`config.mk`:
```
export PLATFORM = sky130hd
export DESIGN_NAME = pao_top
export DESIGN_NICKNAME = d
export VERILOG_FILES = /design/src/rtl/pao_out_format.v /design/src/rtl/pao_pipeline.v /design/src/rtl/pao_top.v
export VERILOG_INCLUDE_DIRS = /design/src /design/src/rtl
export SDC_FILE = /design/constraint.sdc
export NUM_CORES = 1
export LEC_CHECK = 0
export BUFFER_PORTS_ARGS = -buffer_cell sky130_fd_sc_hd__buf_2
export CAP_MARGIN = 0
export CORE_MARGIN = 3
export CORE_UTILIZATION = 45
export DETAILED_ROUTE_END_ITERATION = 16
export PLACE_DENSITY_LB_ADDON = 0.15
export SYNTH_ARGS = -nofsm -noshare
export SYNTH_HDL_FRONTEND = slang
export SYNTH_SLANG_ARGS = --single-unit
```
`constraint.sdc`:
```
create_clock -name ref_clk -period 2.6 [get_ports ref_clk]
set_input_delay 0.13 -clock ref_clk [delete_from_list [all_inputs] [get_ports ref_clk]]
set_output_delay 0.13 -clock ref_clk [all_outputs]
set_load 0.05 [all_outputs]
```
`src/rtl/pao_defs.vh`:
```
`ifndef PAO_DEFS_VH
`define PAO_DEFS_VH

// ==========================================================================
// register map, byte addresses on the avalon slave
// ==========================================================================
`define PAO_ADDR_W          8
`define PAO_OFS_CTRL        8'h00
`define PAO_OFS_STATUS      8'h04
`define PAO_OFS_IRQ_STAT    8'h08
`define PAO_OFS_IRQ_MASK    8'h0C
`define PAO_OFS_SAMPLE      8'h10
`define PAO_OFS_PERIOD      8'h14

// ==========================================================================
// field positions
// ==========================================================================
`define PAO_CTRL_SOFT_PD    0
`define PAO_ST_REF_SETTLED  0
`define PAO_ST_EQ_ENABLED   1
`define PAO_ST_CLK_DIFF     2
`define PAO_ST_GRAY         3
`define PAO_ST_POWERED_DOWN 4
`define PAO_ST_EQ_LOCKED    5
`define PAO_IRQ_OVER_RANGE  0
`define PAO_IRQ_REF_SETTLED 1
`define PAO_IRQ_WORD_READY  2
`define PAO_IRQ_W           3

// ==========================================================================
// reset values
// ==========================================================================
`define PAO_CTRL_RST        1'b0
`define PAO_IRQ_MASK_RST    3'h0
`define PAO_WORD_RST        12'h000

// ==========================================================================
// output code limits
// ==========================================================================
`define PAO_SIGN_FLIP       12'h800
`define PAO_TC_MAX          12'h7FF
`define PAO_TC_MIN          12'h800

// ==========================================================================
// timing
// ==========================================================================
`define PAO_CLK_KHZ         50000
`define PAO_WAKE_TIME_MS    10
`define PAO_WAKE_CYC        (`PAO_WAKE_TIME_MS * `PAO_CLK_KHZ)
`define PAO_PIPE_STAGES     10
`define PAO_ALIGN_HALVES    7
`define PAO_EQ_LOCK_EDGES   100

`endif

```
`src/rtl/pao_out_format.v`:
```
`timescale 1ns/10ps
`include "pao_defs.vh"
// ==========================================================================
// clamp and output code conversion
// ==========================================================================
module pao_out_format #(
  parameter W = 14
) (
  // raw corrected result, signed
  input  wire [W-1:0] raw,
  input  wire         gray_sel,
  // coded word
  output reg  [11:0]  code,
  output reg          over_range
);

  reg [11:0] tc;
  reg [11:0] offs;

  // upper bits not all equal means beyond full scale
  always @*
  begin
    tc   = raw[11:0];
    offs = 12'h000;
    over_range = ~((&raw[W-1:11]) | ~(|raw[W-1:11]));
    if (over_range)
      tc = raw[W-1] ? `PAO_TC_MIN : `PAO_TC_MAX;
    offs = tc ^ `PAO_SIGN_FLIP;
    if (gray_sel)
      code = offs ^ {1'b0, offs[11:1]};
    else
      code = tc;
  end

endmodule // pao_out_format

```
`src/rtl/pao_pipeline.v`:
```
`timescale 1ns/10ps
// ==========================================================================
// half-period pipeline: stages followed by alignment delay
// ==========================================================================
module pao_pipeline #(
  parameter W      = 14,
  parameter STAGES = 10,
  parameter ALIGN  = 7
) (
  // clock and reset
  input  wire         clk,
  input  wire         rst_b,
  // control
  input  wire         flush,
  input  wire         step,
  input  wire         load,
  // data
  input  wire [W-1:0] din,
  output wire [W-1:0] dout,
  output wire         dout_vld
);

  localparam N = STAGES + ALIGN;

  reg [W-1:0] data_r [0:N-1];
  reg         vld_r  [0:N-1];

  // every half period each entry moves one place on
  genvar i;
  generate
    for (i = 0; i < N; i = i + 1)
    begin : g_stage
      always @(posedge clk or negedge rst_b)
      begin
        if (!rst_b)
        begin
          data_r[i] <= {W{1'b0}};
          vld_r[i]  <= 1'b0;
        end
        else if (flush)
        begin
          vld_r[i]  <= 1'b0;
        end
        else if (step)
        begin
          if (i == 0)
          begin
            data_r[i] <= din;
            vld_r[i]  <= load;
          end
          else
          begin
            data_r[i] <= data_r[(i > 0) ? i - 1 : 0];
            vld_r[i]  <= vld_r[(i > 0) ? i - 1 : 0];
          end
        end
      end
    end
  endgenerate

  assign dout     = data_r[N-1];
  assign dout_vld = vld_r[N-1];

endmodule // pao_pipeline

```
`src/rtl/pao_top.v`:
```
`timescale 1ns/10ps
`include "pao_defs.vh"
// Operation
// - equalizer strap low disables, high enables
// - clock type strap: single-ended or differential
// - over-range flag high beyond full scale
// - twelve bit word, bit eleven most significant
// - valid strobe from clock, duty corrected
// - power-down input high enters power-down
// - reference enabled only outside power-down
// - format strap: two's complement or gray
// - result appears 8.5 clocks after sampling
// - ten stages, one step per half period
// - reference needs 10 ms settle time
// - sample taken on clock falling edge
// - data changes while strobe is low, captured rising
// - outputs high impedance during power-down
// - clamp codes, flag asserted when out of range
module pao_top #(
  parameter WAKE_CYC = `PAO_WAKE_CYC,
  parameter SAMPLE_W = 14,
  parameter PER_W    = 16
) (
  // clock and reset
  input  wire                   ref_clk,
  input  wire                   rst_b,
  // avalon-mm slave
  input  wire [`PAO_ADDR_W-1:0] avs_address,
  input  wire                   avs_read,
  input  wire                   avs_write,
  input  wire [31:0]            avs_writedata,
  input  wire [3:0]             avs_byteenable,
  output reg  [31:0]            avs_readdata,
  output reg                    avs_waitrequest,
  // straps and power
  input  wire                   duty_equalizer_enable,
  input  wire                   clock_input_type,
  input  wire                   code_format_select,
  input  wire                   power_down_request,
  // sample clock pins
  input  wire                   clock_in_pos,
  input  wire                   clock_in_neg,
  // quantizer result, signed, wider than the output word
  input  wire [SAMPLE_W-1:0]    analog_sample,
  // back-end outputs
  output reg  [11:0]            sample_word,
  output reg                    sample_word_oe,
  output reg                    over_range_flag,
  output reg                    over_range_oe,
  output reg                    sample_valid_strobe,
  output reg                    sample_valid_oe,
  // analog control and interrupt
  output reg                    reference_enable,
  output reg                    irq
);

  // ========================================================================
  // declarations
  // ========================================================================
  reg                     ctrl_soft_pd_r;
  reg  [`PAO_IRQ_W-1:0]   irq_stat_r;
  reg  [`PAO_IRQ_W-1:0]   irq_stat_nxt;
  reg  [`PAO_IRQ_W-1:0]   irq_mask_r;
  reg                     eq_en_r;
  reg                     clk_diff_r;
  reg                     gray_r;
  reg                     clk_lvl_r;
  reg                     clk_lvl_nxt;
  reg  [31:0]             wake_cnt_r;
  reg                     ref_settled_r;
  reg  [PER_W-1:0]        per_cnt_r;
  reg  [PER_W-1:0]        period_r;
  reg  [PER_W-1:0]        hi_cnt_r;
  reg  [6:0]              lock_cnt_r;
  reg                     dav_nxt;
  reg  [11:0]             last_word_r;
  reg                     last_ovr_r;
  wire                    pd_act;
  wire                    fall_tick;
  wire                    rise_tick;
  wire                    half_tick;
  wire                    eq_locked;
  wire                    word_tick;
  wire                    acc;
  wire [SAMPLE_W-1:0]     pipe_out;
  wire                    pipe_vld;
  wire [11:0]             fmt_code;
  wire                    fmt_ovr;

  // ========================================================================
  // power-down and straps
  // ========================================================================
  // pin or software request both enter power-down
  // power-down entry
  assign pd_act = power_down_request | ctrl_soft_pd_r;

  // straps are live pins, sampled every cycle
  always @(posedge ref_clk or negedge rst_b)
  begin
    if (!rst_b)
    begin
      eq_en_r    <= 1'b0;
      clk_diff_r <= 1'b0;
      gray_r     <= 1'b0;
    end
    else
    begin
      eq_en_r    <= duty_equalizer_enable;
      clk_diff_r <= clock_input_type;
      gray_r     <= code_format_select;
    end
  end

  // reference follows power state
  always @(posedge ref_clk or negedge rst_b)
  begin
    if (!rst_b)
      reference_enable <= 1'b0;
    else
      reference_enable <= ~pd_act;
  end

  // settle counter restarts at reset and at every wake
  always @(posedge ref_clk or negedge rst_b)
  begin
    if (!rst_b)
    begin
      wake_cnt_r    <= 32'h0000_0000;
      ref_settled_r <= 1'b0;
    end
    else if (pd_act)
    begin
      wake_cnt_r    <= 32'h0000_0000;
      ref_settled_r <= 1'b0;
    end
    else if (wake_cnt_r >= WAKE_CYC - 1)
      ref_settled_r <= 1'b1;
    else
      wake_cnt_r <= wake_cnt_r + 32'h0000_0001;
  end

  // ========================================================================
  // sample clock recovery
  // ========================================================================
  // a differential pair with both legs equal carries no level; hold
  always @*
  begin
    clk_lvl_nxt = clk_lvl_r;
    if (!clk_diff_r)
      clk_lvl_nxt = clock_in_pos;
    else if (clock_in_pos != clock_in_neg)
      clk_lvl_nxt = clock_in_pos;
  end

  // clock pins float in power-down, so the level is frozen there
  always @(posedge ref_clk or negedge rst_b)
  begin
    if (!rst_b)
      clk_lvl_r <= 1'b0;
    else if (!pd_act)
      clk_lvl_r <= clk_lvl_nxt;
  end

  assign fall_tick = ~pd_act & clk_lvl_r & ~clk_lvl_nxt;
  assign rise_tick = ~pd_act & ~clk_lvl_r & clk_lvl_nxt;
  assign half_tick = fall_tick | rise_tick;

  // ========================================================================
  // conversion pipeline
  // ========================================================================
  // ten stages, half-period steps
  pao_pipeline #(
    .W      (SAMPLE_W),
    .STAGES (`PAO_PIPE_STAGES),
    .ALIGN  (`PAO_ALIGN_HALVES)
  ) u_pipe (
    .clk      (ref_clk),
    .rst_b    (rst_b),
    .flush    (pd_act),
    .step     (half_tick),
    .load     (fall_tick),
    .din      (analog_sample),
    .dout     (pipe_out),
    .dout_vld (pipe_vld)
  );

  pao_out_format #(
    .W (SAMPLE_W)
  ) u_fmt (
    .raw        (pipe_out),
    .gray_sel   (gray_r),
    .code       (fmt_code),
    .over_range (fmt_ovr)
  );

  // a word leaves only on a rising clock edge, once per period
  // one word per period
  assign word_tick = rise_tick & pipe_vld;

  // ========================================================================
  // output word and over-range flag
  // ========================================================================
  always @(posedge ref_clk or negedge rst_b)
  begin
    if (!rst_b)
    begin
      sample_word     <= `PAO_WORD_RST;
      over_range_flag <= 1'b0;
    end
    else if (word_tick)
    begin
      // bit 11 is msb, bit 0 lsb
      sample_word     <= fmt_code;
      over_range_flag <= fmt_ovr;
    end
  end

  // enables drop with power-down; the pins then float
  always @(posedge ref_clk or negedge rst_b)
  begin
    if (!rst_b)
    begin
      sample_word_oe  <= 1'b0;
      over_range_oe   <= 1'b0;
      sample_valid_oe <= 1'b0;
    end
    else
    begin
      sample_word_oe  <= ~pd_act;
      over_range_oe   <= ~pd_act;
      sample_valid_oe <= ~pd_act;
    end
  end

  // ========================================================================
  // duty-cycle equalizer
  // ========================================================================
  // period measured between falling edges, in system clocks
  always @(posedge ref_clk or negedge rst_b)
  begin
    if (!rst_b)
    begin
      per_cnt_r <= {PER_W{1'b0}};
      period_r  <= {PER_W{1'b0}};
    end
    else if (pd_act)
      per_cnt_r <= {PER_W{1'b0}};
    else if (fall_tick)
    begin
      period_r  <= per_cnt_r + {{(PER_W-1){1'b0}}, 1'b1};
      per_cnt_r <= {PER_W{1'b0}};
    end
    else if (~&per_cnt_r)
      per_cnt_r <= per_cnt_r + {{(PER_W-1){1'b0}}, 1'b1};
  end

  // lock needs a run of falling edges; limitation: no relock on drift
  always @(posedge ref_clk or negedge rst_b)
  begin
    if (!rst_b)
      lock_cnt_r <= 7'h00;
    else if (pd_act | ~eq_en_r)
      lock_cnt_r <= 7'h00;
    else if (fall_tick & ~eq_locked)
      lock_cnt_r <= lock_cnt_r + 7'h01;
  end

  assign eq_locked = (lock_cnt_r >= `PAO_EQ_LOCK_EDGES);

  // ========================================================================
  // valid strobe
  // ========================================================================
  // strobe falls by each rising clock edge, when the word changes; once locked, at half the measured period if that comes sooner
  always @*
  begin
    dav_nxt = sample_valid_strobe;
    if (eq_locked)
    begin
      if (rise_tick)
        dav_nxt = 1'b0;
      else if (fall_tick)
        dav_nxt = 1'b1;
      else if (hi_cnt_r == {{(PER_W-1){1'b0}}, 1'b1})
        dav_nxt = 1'b0;
    end
    // strobe falls as the word changes
    else if (!pd_act)
      dav_nxt = ~clk_lvl_nxt;
  end

  // high time is half the measured period, or less if the clock rises sooner
  always @(posedge ref_clk or negedge rst_b)
  begin
    if (!rst_b)
    begin
      sample_valid_strobe <= 1'b0;
      hi_cnt_r            <= {PER_W{1'b0}};
    end
    else
    begin
      sample_valid_strobe <= dav_nxt;
      if (fall_tick)
        hi_cnt_r <= {1'b0, period_r[PER_W-1:1]};
      else if (rise_tick)
        hi_cnt_r <= {PER_W{1'b0}};
      else if (hi_cnt_r != {PER_W{1'b0}})
        hi_cnt_r <= hi_cnt_r - {{(PER_W-1){1'b0}}, 1'b1};
    end
  end

  // ========================================================================
  // avalon slave: one wait state, then answer
  // ========================================================================
  assign acc = ~avs_waitrequest & (avs_read | avs_write);

  // readback copy of the last word leaving the pipeline
  always @(posedge ref_clk or negedge rst_b)
  begin
    if (!rst_b)
    begin
      last_word_r <= `PAO_WORD_RST;
      last_ovr_r  <= 1'b0;
    end
    else if (word_tick)
    begin
      last_word_r <= fmt_code;
      last_ovr_r  <= fmt_ovr;
    end
  end

  // waitrequest high by default; drops for one cycle per request
  always @(posedge ref_clk or negedge rst_b)
  begin
    if (!rst_b)
      avs_waitrequest <= 1'b1;
    else if (!avs_waitrequest)
      avs_waitrequest <= 1'b1;
    else if (avs_read | avs_write)
      avs_waitrequest <= 1'b0;
  end

  // read data are set up as waitrequest drops; unmapped reads zero
  always @(posedge ref_clk or negedge rst_b)
  begin
    if (!rst_b)
      avs_readdata <= 32'h0000_0000;
    else if (avs_waitrequest & avs_read)
    begin
      case (avs_address)
        `PAO_OFS_CTRL:     avs_readdata <= {31'h0000_0000, ctrl_soft_pd_r};
        `PAO_OFS_STATUS:   avs_readdata <= {26'h000_0000, eq_locked, pd_act,
                                            gray_r, clk_diff_r, eq_en_r,
                                            ref_settled_r};
        `PAO_OFS_IRQ_STAT: avs_readdata <= {29'h0000_0000, irq_stat_r};
        `PAO_OFS_IRQ_MASK: avs_readdata <= {29'h0000_0000, irq_mask_r};
        `PAO_OFS_SAMPLE:   avs_readdata <= {7'h00, last_ovr_r, 12'h000,
                                            last_word_r};
        `PAO_OFS_PERIOD:   avs_readdata <= {{(32-PER_W){1'b0}}, period_r};
        default:           avs_readdata <= 32'h0000_0000;
      endcase
    end
  end

  // writes take effect at the edge where waitrequest is low
  always @(posedge ref_clk or negedge rst_b)
  begin
    if (!rst_b)
    begin
      ctrl_soft_pd_r <= `PAO_CTRL_RST;
      irq_mask_r     <= `PAO_IRQ_MASK_RST;
    end
    else if (acc & avs_write & avs_byteenable[0])
    begin
      if (avs_address == `PAO_OFS_CTRL)
        ctrl_soft_pd_r <= avs_writedata[`PAO_CTRL_SOFT_PD];
      if (avs_address == `PAO_OFS_IRQ_MASK)
        irq_mask_r <= avs_writedata[`PAO_IRQ_W-1:0];
    end
  end

  // ========================================================================
  // interrupts
  // ========================================================================
  // clear only the bits the read returned, then new events; set wins
  always @*
  begin
    irq_stat_nxt = irq_stat_r;
    if (acc & avs_read & (avs_address == `PAO_OFS_IRQ_STAT))
      irq_stat_nxt = irq_stat_r & ~avs_readdata[`PAO_IRQ_W-1:0];
    if (word_tick & fmt_ovr)
      irq_stat_nxt[`PAO_IRQ_OVER_RANGE] = 1'b1;
    if (~pd_act & ~ref_settled_r & (wake_cnt_r >= WAKE_CYC - 1))
      irq_stat_nxt[`PAO_IRQ_REF_SETTLED] = 1'b1;
    if (word_tick)
      irq_stat_nxt[`PAO_IRQ_WORD_READY] = 1'b1;
  end

  // level interrupt while any unmasked status bit is set
  always @(posedge ref_clk or negedge rst_b)
  begin
    if (!rst_b)
    begin
      irq_stat_r <= {`PAO_IRQ_W{1'b0}};
      irq        <= 1'b0;
    end
    else
    begin
      irq_stat_r <= irq_stat_nxt;
      irq        <= |(irq_stat_nxt & irq_mask_r);
    end
  end

endmodule // pao_top

```
==> results.yml <==
drt:
  drc_errors: 0
  drt_pass1_iterations: 5
  drt_wl_total_um: 32500
  via_per_inst: 5.06
  ant_nets: 0
  drtIter0Drc: 696
  post_drt_wl_per_cell_um: 13.9
  vias: 11800
global_route:
  grt_pass1_vias: 11900
  grt_pass1_wl_um: 57100
  antenna_found_initial: 0
  grt_max_degree: 86
  grt_overflow: 0
  track_usage_pct: 17.4
place:
  pre_cts_ws_ns: 0.285
  io_buffers: 72
  place_congestion: 0.854
  dpl.hpwl_um: 20400
timing:
  fin_crit_ns: 2.33
  setup_slack_ns: 0.274
  worst_pin_slew_ns: 0.645
  finClkSkew_ns: 0.0104
  maxSlewViolCount: 0
  fmax_mhz: 430
  relSlewSlack_pct: 56.8
  fin_crit_sh_pct: 89.5
  setup_tns_ns: 0
  rsz0062_at_grt: "no"
  setup_violations: 0
  finalHoldViolCount: 0
logic_synthesis:
  synth_fa_ha_area_share_pct: 0.463
  ys.flop_type: "dfrtp_1"
  avgSynthCellArea_um2: 9.19
  synth_area_um2: 16200
  synth_area_leaders: "dfrtp_1 60%, nand2_1 19%, o21ai_0 1.9%, clkbuf_1 1.8%, nor2_1 1.7%"
  synth_top_family_by_area: "simple AND/OR/NAND/NOR gates"
  synth.most_common_cell: "nand2_1"
  post-synth-top-area-fraction_pct: 59.7
  synth-async-reset-ratio_pct: 100
  yosysUniqueCellTypes: 63
  synth_edf_count: 0
  synth_common_cells: "818 x nand2_1, 387 x dfrtp_1, 77 x clkbuf_1, 72 x nor2_1, 60 x o21ai_0"
  synthMuxAreaShare_pct: 2.48
  yosys.area_share.simple_pct: 25.4
  synth_seq_area_share_pct: 59.9
  synth_warnings: 0
  synth_compound_area_share_pct: 6.48
  yosys.area.top_type: "dfrtp_1"
  synth-seq-cells: 388
  netlist_instances: 1765
  synth_xor_xnor_area_share_pct: 1.89
min_path:
  min_path_type: "in -> reg"
final_layout:
  nets: 1929
  area_growth_pct: 15.7
  drive_above_1_share_pct: 10.8
  fin_util_pct: 53.5
  fillers: 3153
  antennaDiodeCount: 0
setup_path:
  crit_path_start_kind: "flip-flop"
  critPathKind: "reg -> reg"
  end_kind: "flip-flop"
  worst_ep_arrival_time_ns: 2.78
  crit_fanout: 24
  crit_required_ns: 3.05
status:
  status: "completed"
floorplan:
  std_cell_rows: 68
  die_h_um: 196
  die_area_um2: 38400
  dieWidth_um: 196
  ios: 120
  core_um2: 35100
  start_util_pct: 46.3
flow_run:
  maxCapViolations: 0
clock_tree:
  cts_made_buffers: 41
  cts.sinks: 388
  cts_setup_buffers: 0
  cts_buffer_depth: 3
  clkTransAtPathRegs_ns: 0.06
  root_buffer: "clkbuf_16"
  cts_tree: "yes"
  htreeDepth: 2
  clk_latency_ns: 0.53
pwr:
  power_leakage_nw: 9.69
  ir_drop_mv: 0.704
  total_power_mw: 16.5
  power_density_nw_per_um2: 879
## per-stage QoR
stage | std cells | hold slack (ns) | instance area, um2
CTS | 2334 | 0.00157 | 18800
global route | 2334 | 0.0609 | 18800
detailed placement | 2242 | 0.153 | 17200
global placement | 2242 | 0.149 | 17200
floorplan | 1779 | -0.166 | 16300
finish | 2334 | 0.0367 | 18800
## timing repair
item / CTS / global route
gates resized for setup: 0 / 0
hold endpoints to repair: 86 / 0
hold buffers: 25 / 0
## layout by cell type, fill, tap and decap left out, drive strengths merged, types with 4 or more instances in the layout
cell type	Yosys	layout
dfrtp	387	387
or4	10	10
nand4	20	20
nor4	11	11
ha	6	6
clkinv	0	5
mux2i	21	21
o31ai	8	8
nand3	20	20
a21oi	23	23
and3	6	6
o21ai	61	61
and2	15	15
conb	1	15
xnor2	22	22
mux2	15	15
or2	4	4
o22ai	13	13
xor2	13	13
or3	8	8
a22oi	17	17
nor3	15	15
nand2	818	818
a21o	5	5
buf	28	113
clkbuf	77	60
inv	17	18
a22o	12	12
nor2	72	72
dlygate4sd3	0	25
## flip-flops by register name (all words and copies together) (netlist names), 3 cells and up
name	cells
u_pipe.data_r	224
wake_cnt_r	32
avs_readdata	17
hi_cnt_r	16
per_cnt_r	16
period_r	16
u_pipe.vld_r	16
u_pipe.dout	14
last_word_r	12
lock_cnt_r	7
irq_mask_r	3
irq_stat_r	3
## kinds of logic (layout without fill, tap and decap cells)
group           count (synthesis)  in the layout
simple gates                 1012           1012
flops                         388            388
compound gates                164            164
buf+inv                       122            222
mux                            37             37
xor+xnor                       35             35
fa+ha+maj                       6              6
other cells                     1             15
## per-layer routing
layer	wire, um	global-route usage, %	vias up
li1	-	-	5862
met1	15600	24.9	5713
met2	14700	27.6	194
met5	0	0	-
met3	1410	3.07	49
met4	689	4.73	0
## area by class of cell
| cell class | instances | area [um2] | area share, % |
|---|---|---|---|
| Clock buffer | 60 | 1220 | 6.50 |
| Clock inverter | 7 | 63.8 | 0.340 |
| Inverter | 17 | 63.8 | 0.340 |
| Multi-Input combinational cell | 1269 | 6030 | 32.2 |
| Sequential cell | 388 | 9710 | 51.8 |
| Tap cell | 455 | 569 | 3.03 |
| Timing Repair Buffer | 138 | 1100 | 5.88 |
## worst max-delay path, cell delays in order (launching register included)
cell and delay, ns:
dfrtp_1 0.41, ha_1 0.27, nand4_1 0.08, a2111oi_0 0.09
buf_4 0.15, or3_1 0.36, buf_4 0.22, or4_1 0.52
a21oi_1 0.15
## path summary, 6_finish.rpt
path / from / to / slack, ns / depth (start not counted)
max reg2reg: wake_cnt_r[0] / wake_cnt_r[17] / 0.27 / 8
max: wake_cnt_r[0] / wake_cnt_r[17] / 0.27 / 8
min: avs_address[1] / irq_stat_r[2] / 0.04 / 4
min reg2reg: u_pipe.data_r[88] / u_pipe.data_r[74] / 0.46 / 2
max in group asynchronous: rst_b / avs_waitrequest / 1.64 / 3
min in group asynchronous: rst_b / wake_cnt_r[17] / 0.15 / 2
## report_power, final
part / internal, mW / switching (mW) / leakage (nW)
clock network: 3.33 / 2.26 / 0.636
logic: 1.04 / 1.56 / 3.78
registers: 7.50 / 0.814 / 5.27
(Power assumes the default switching activity.)
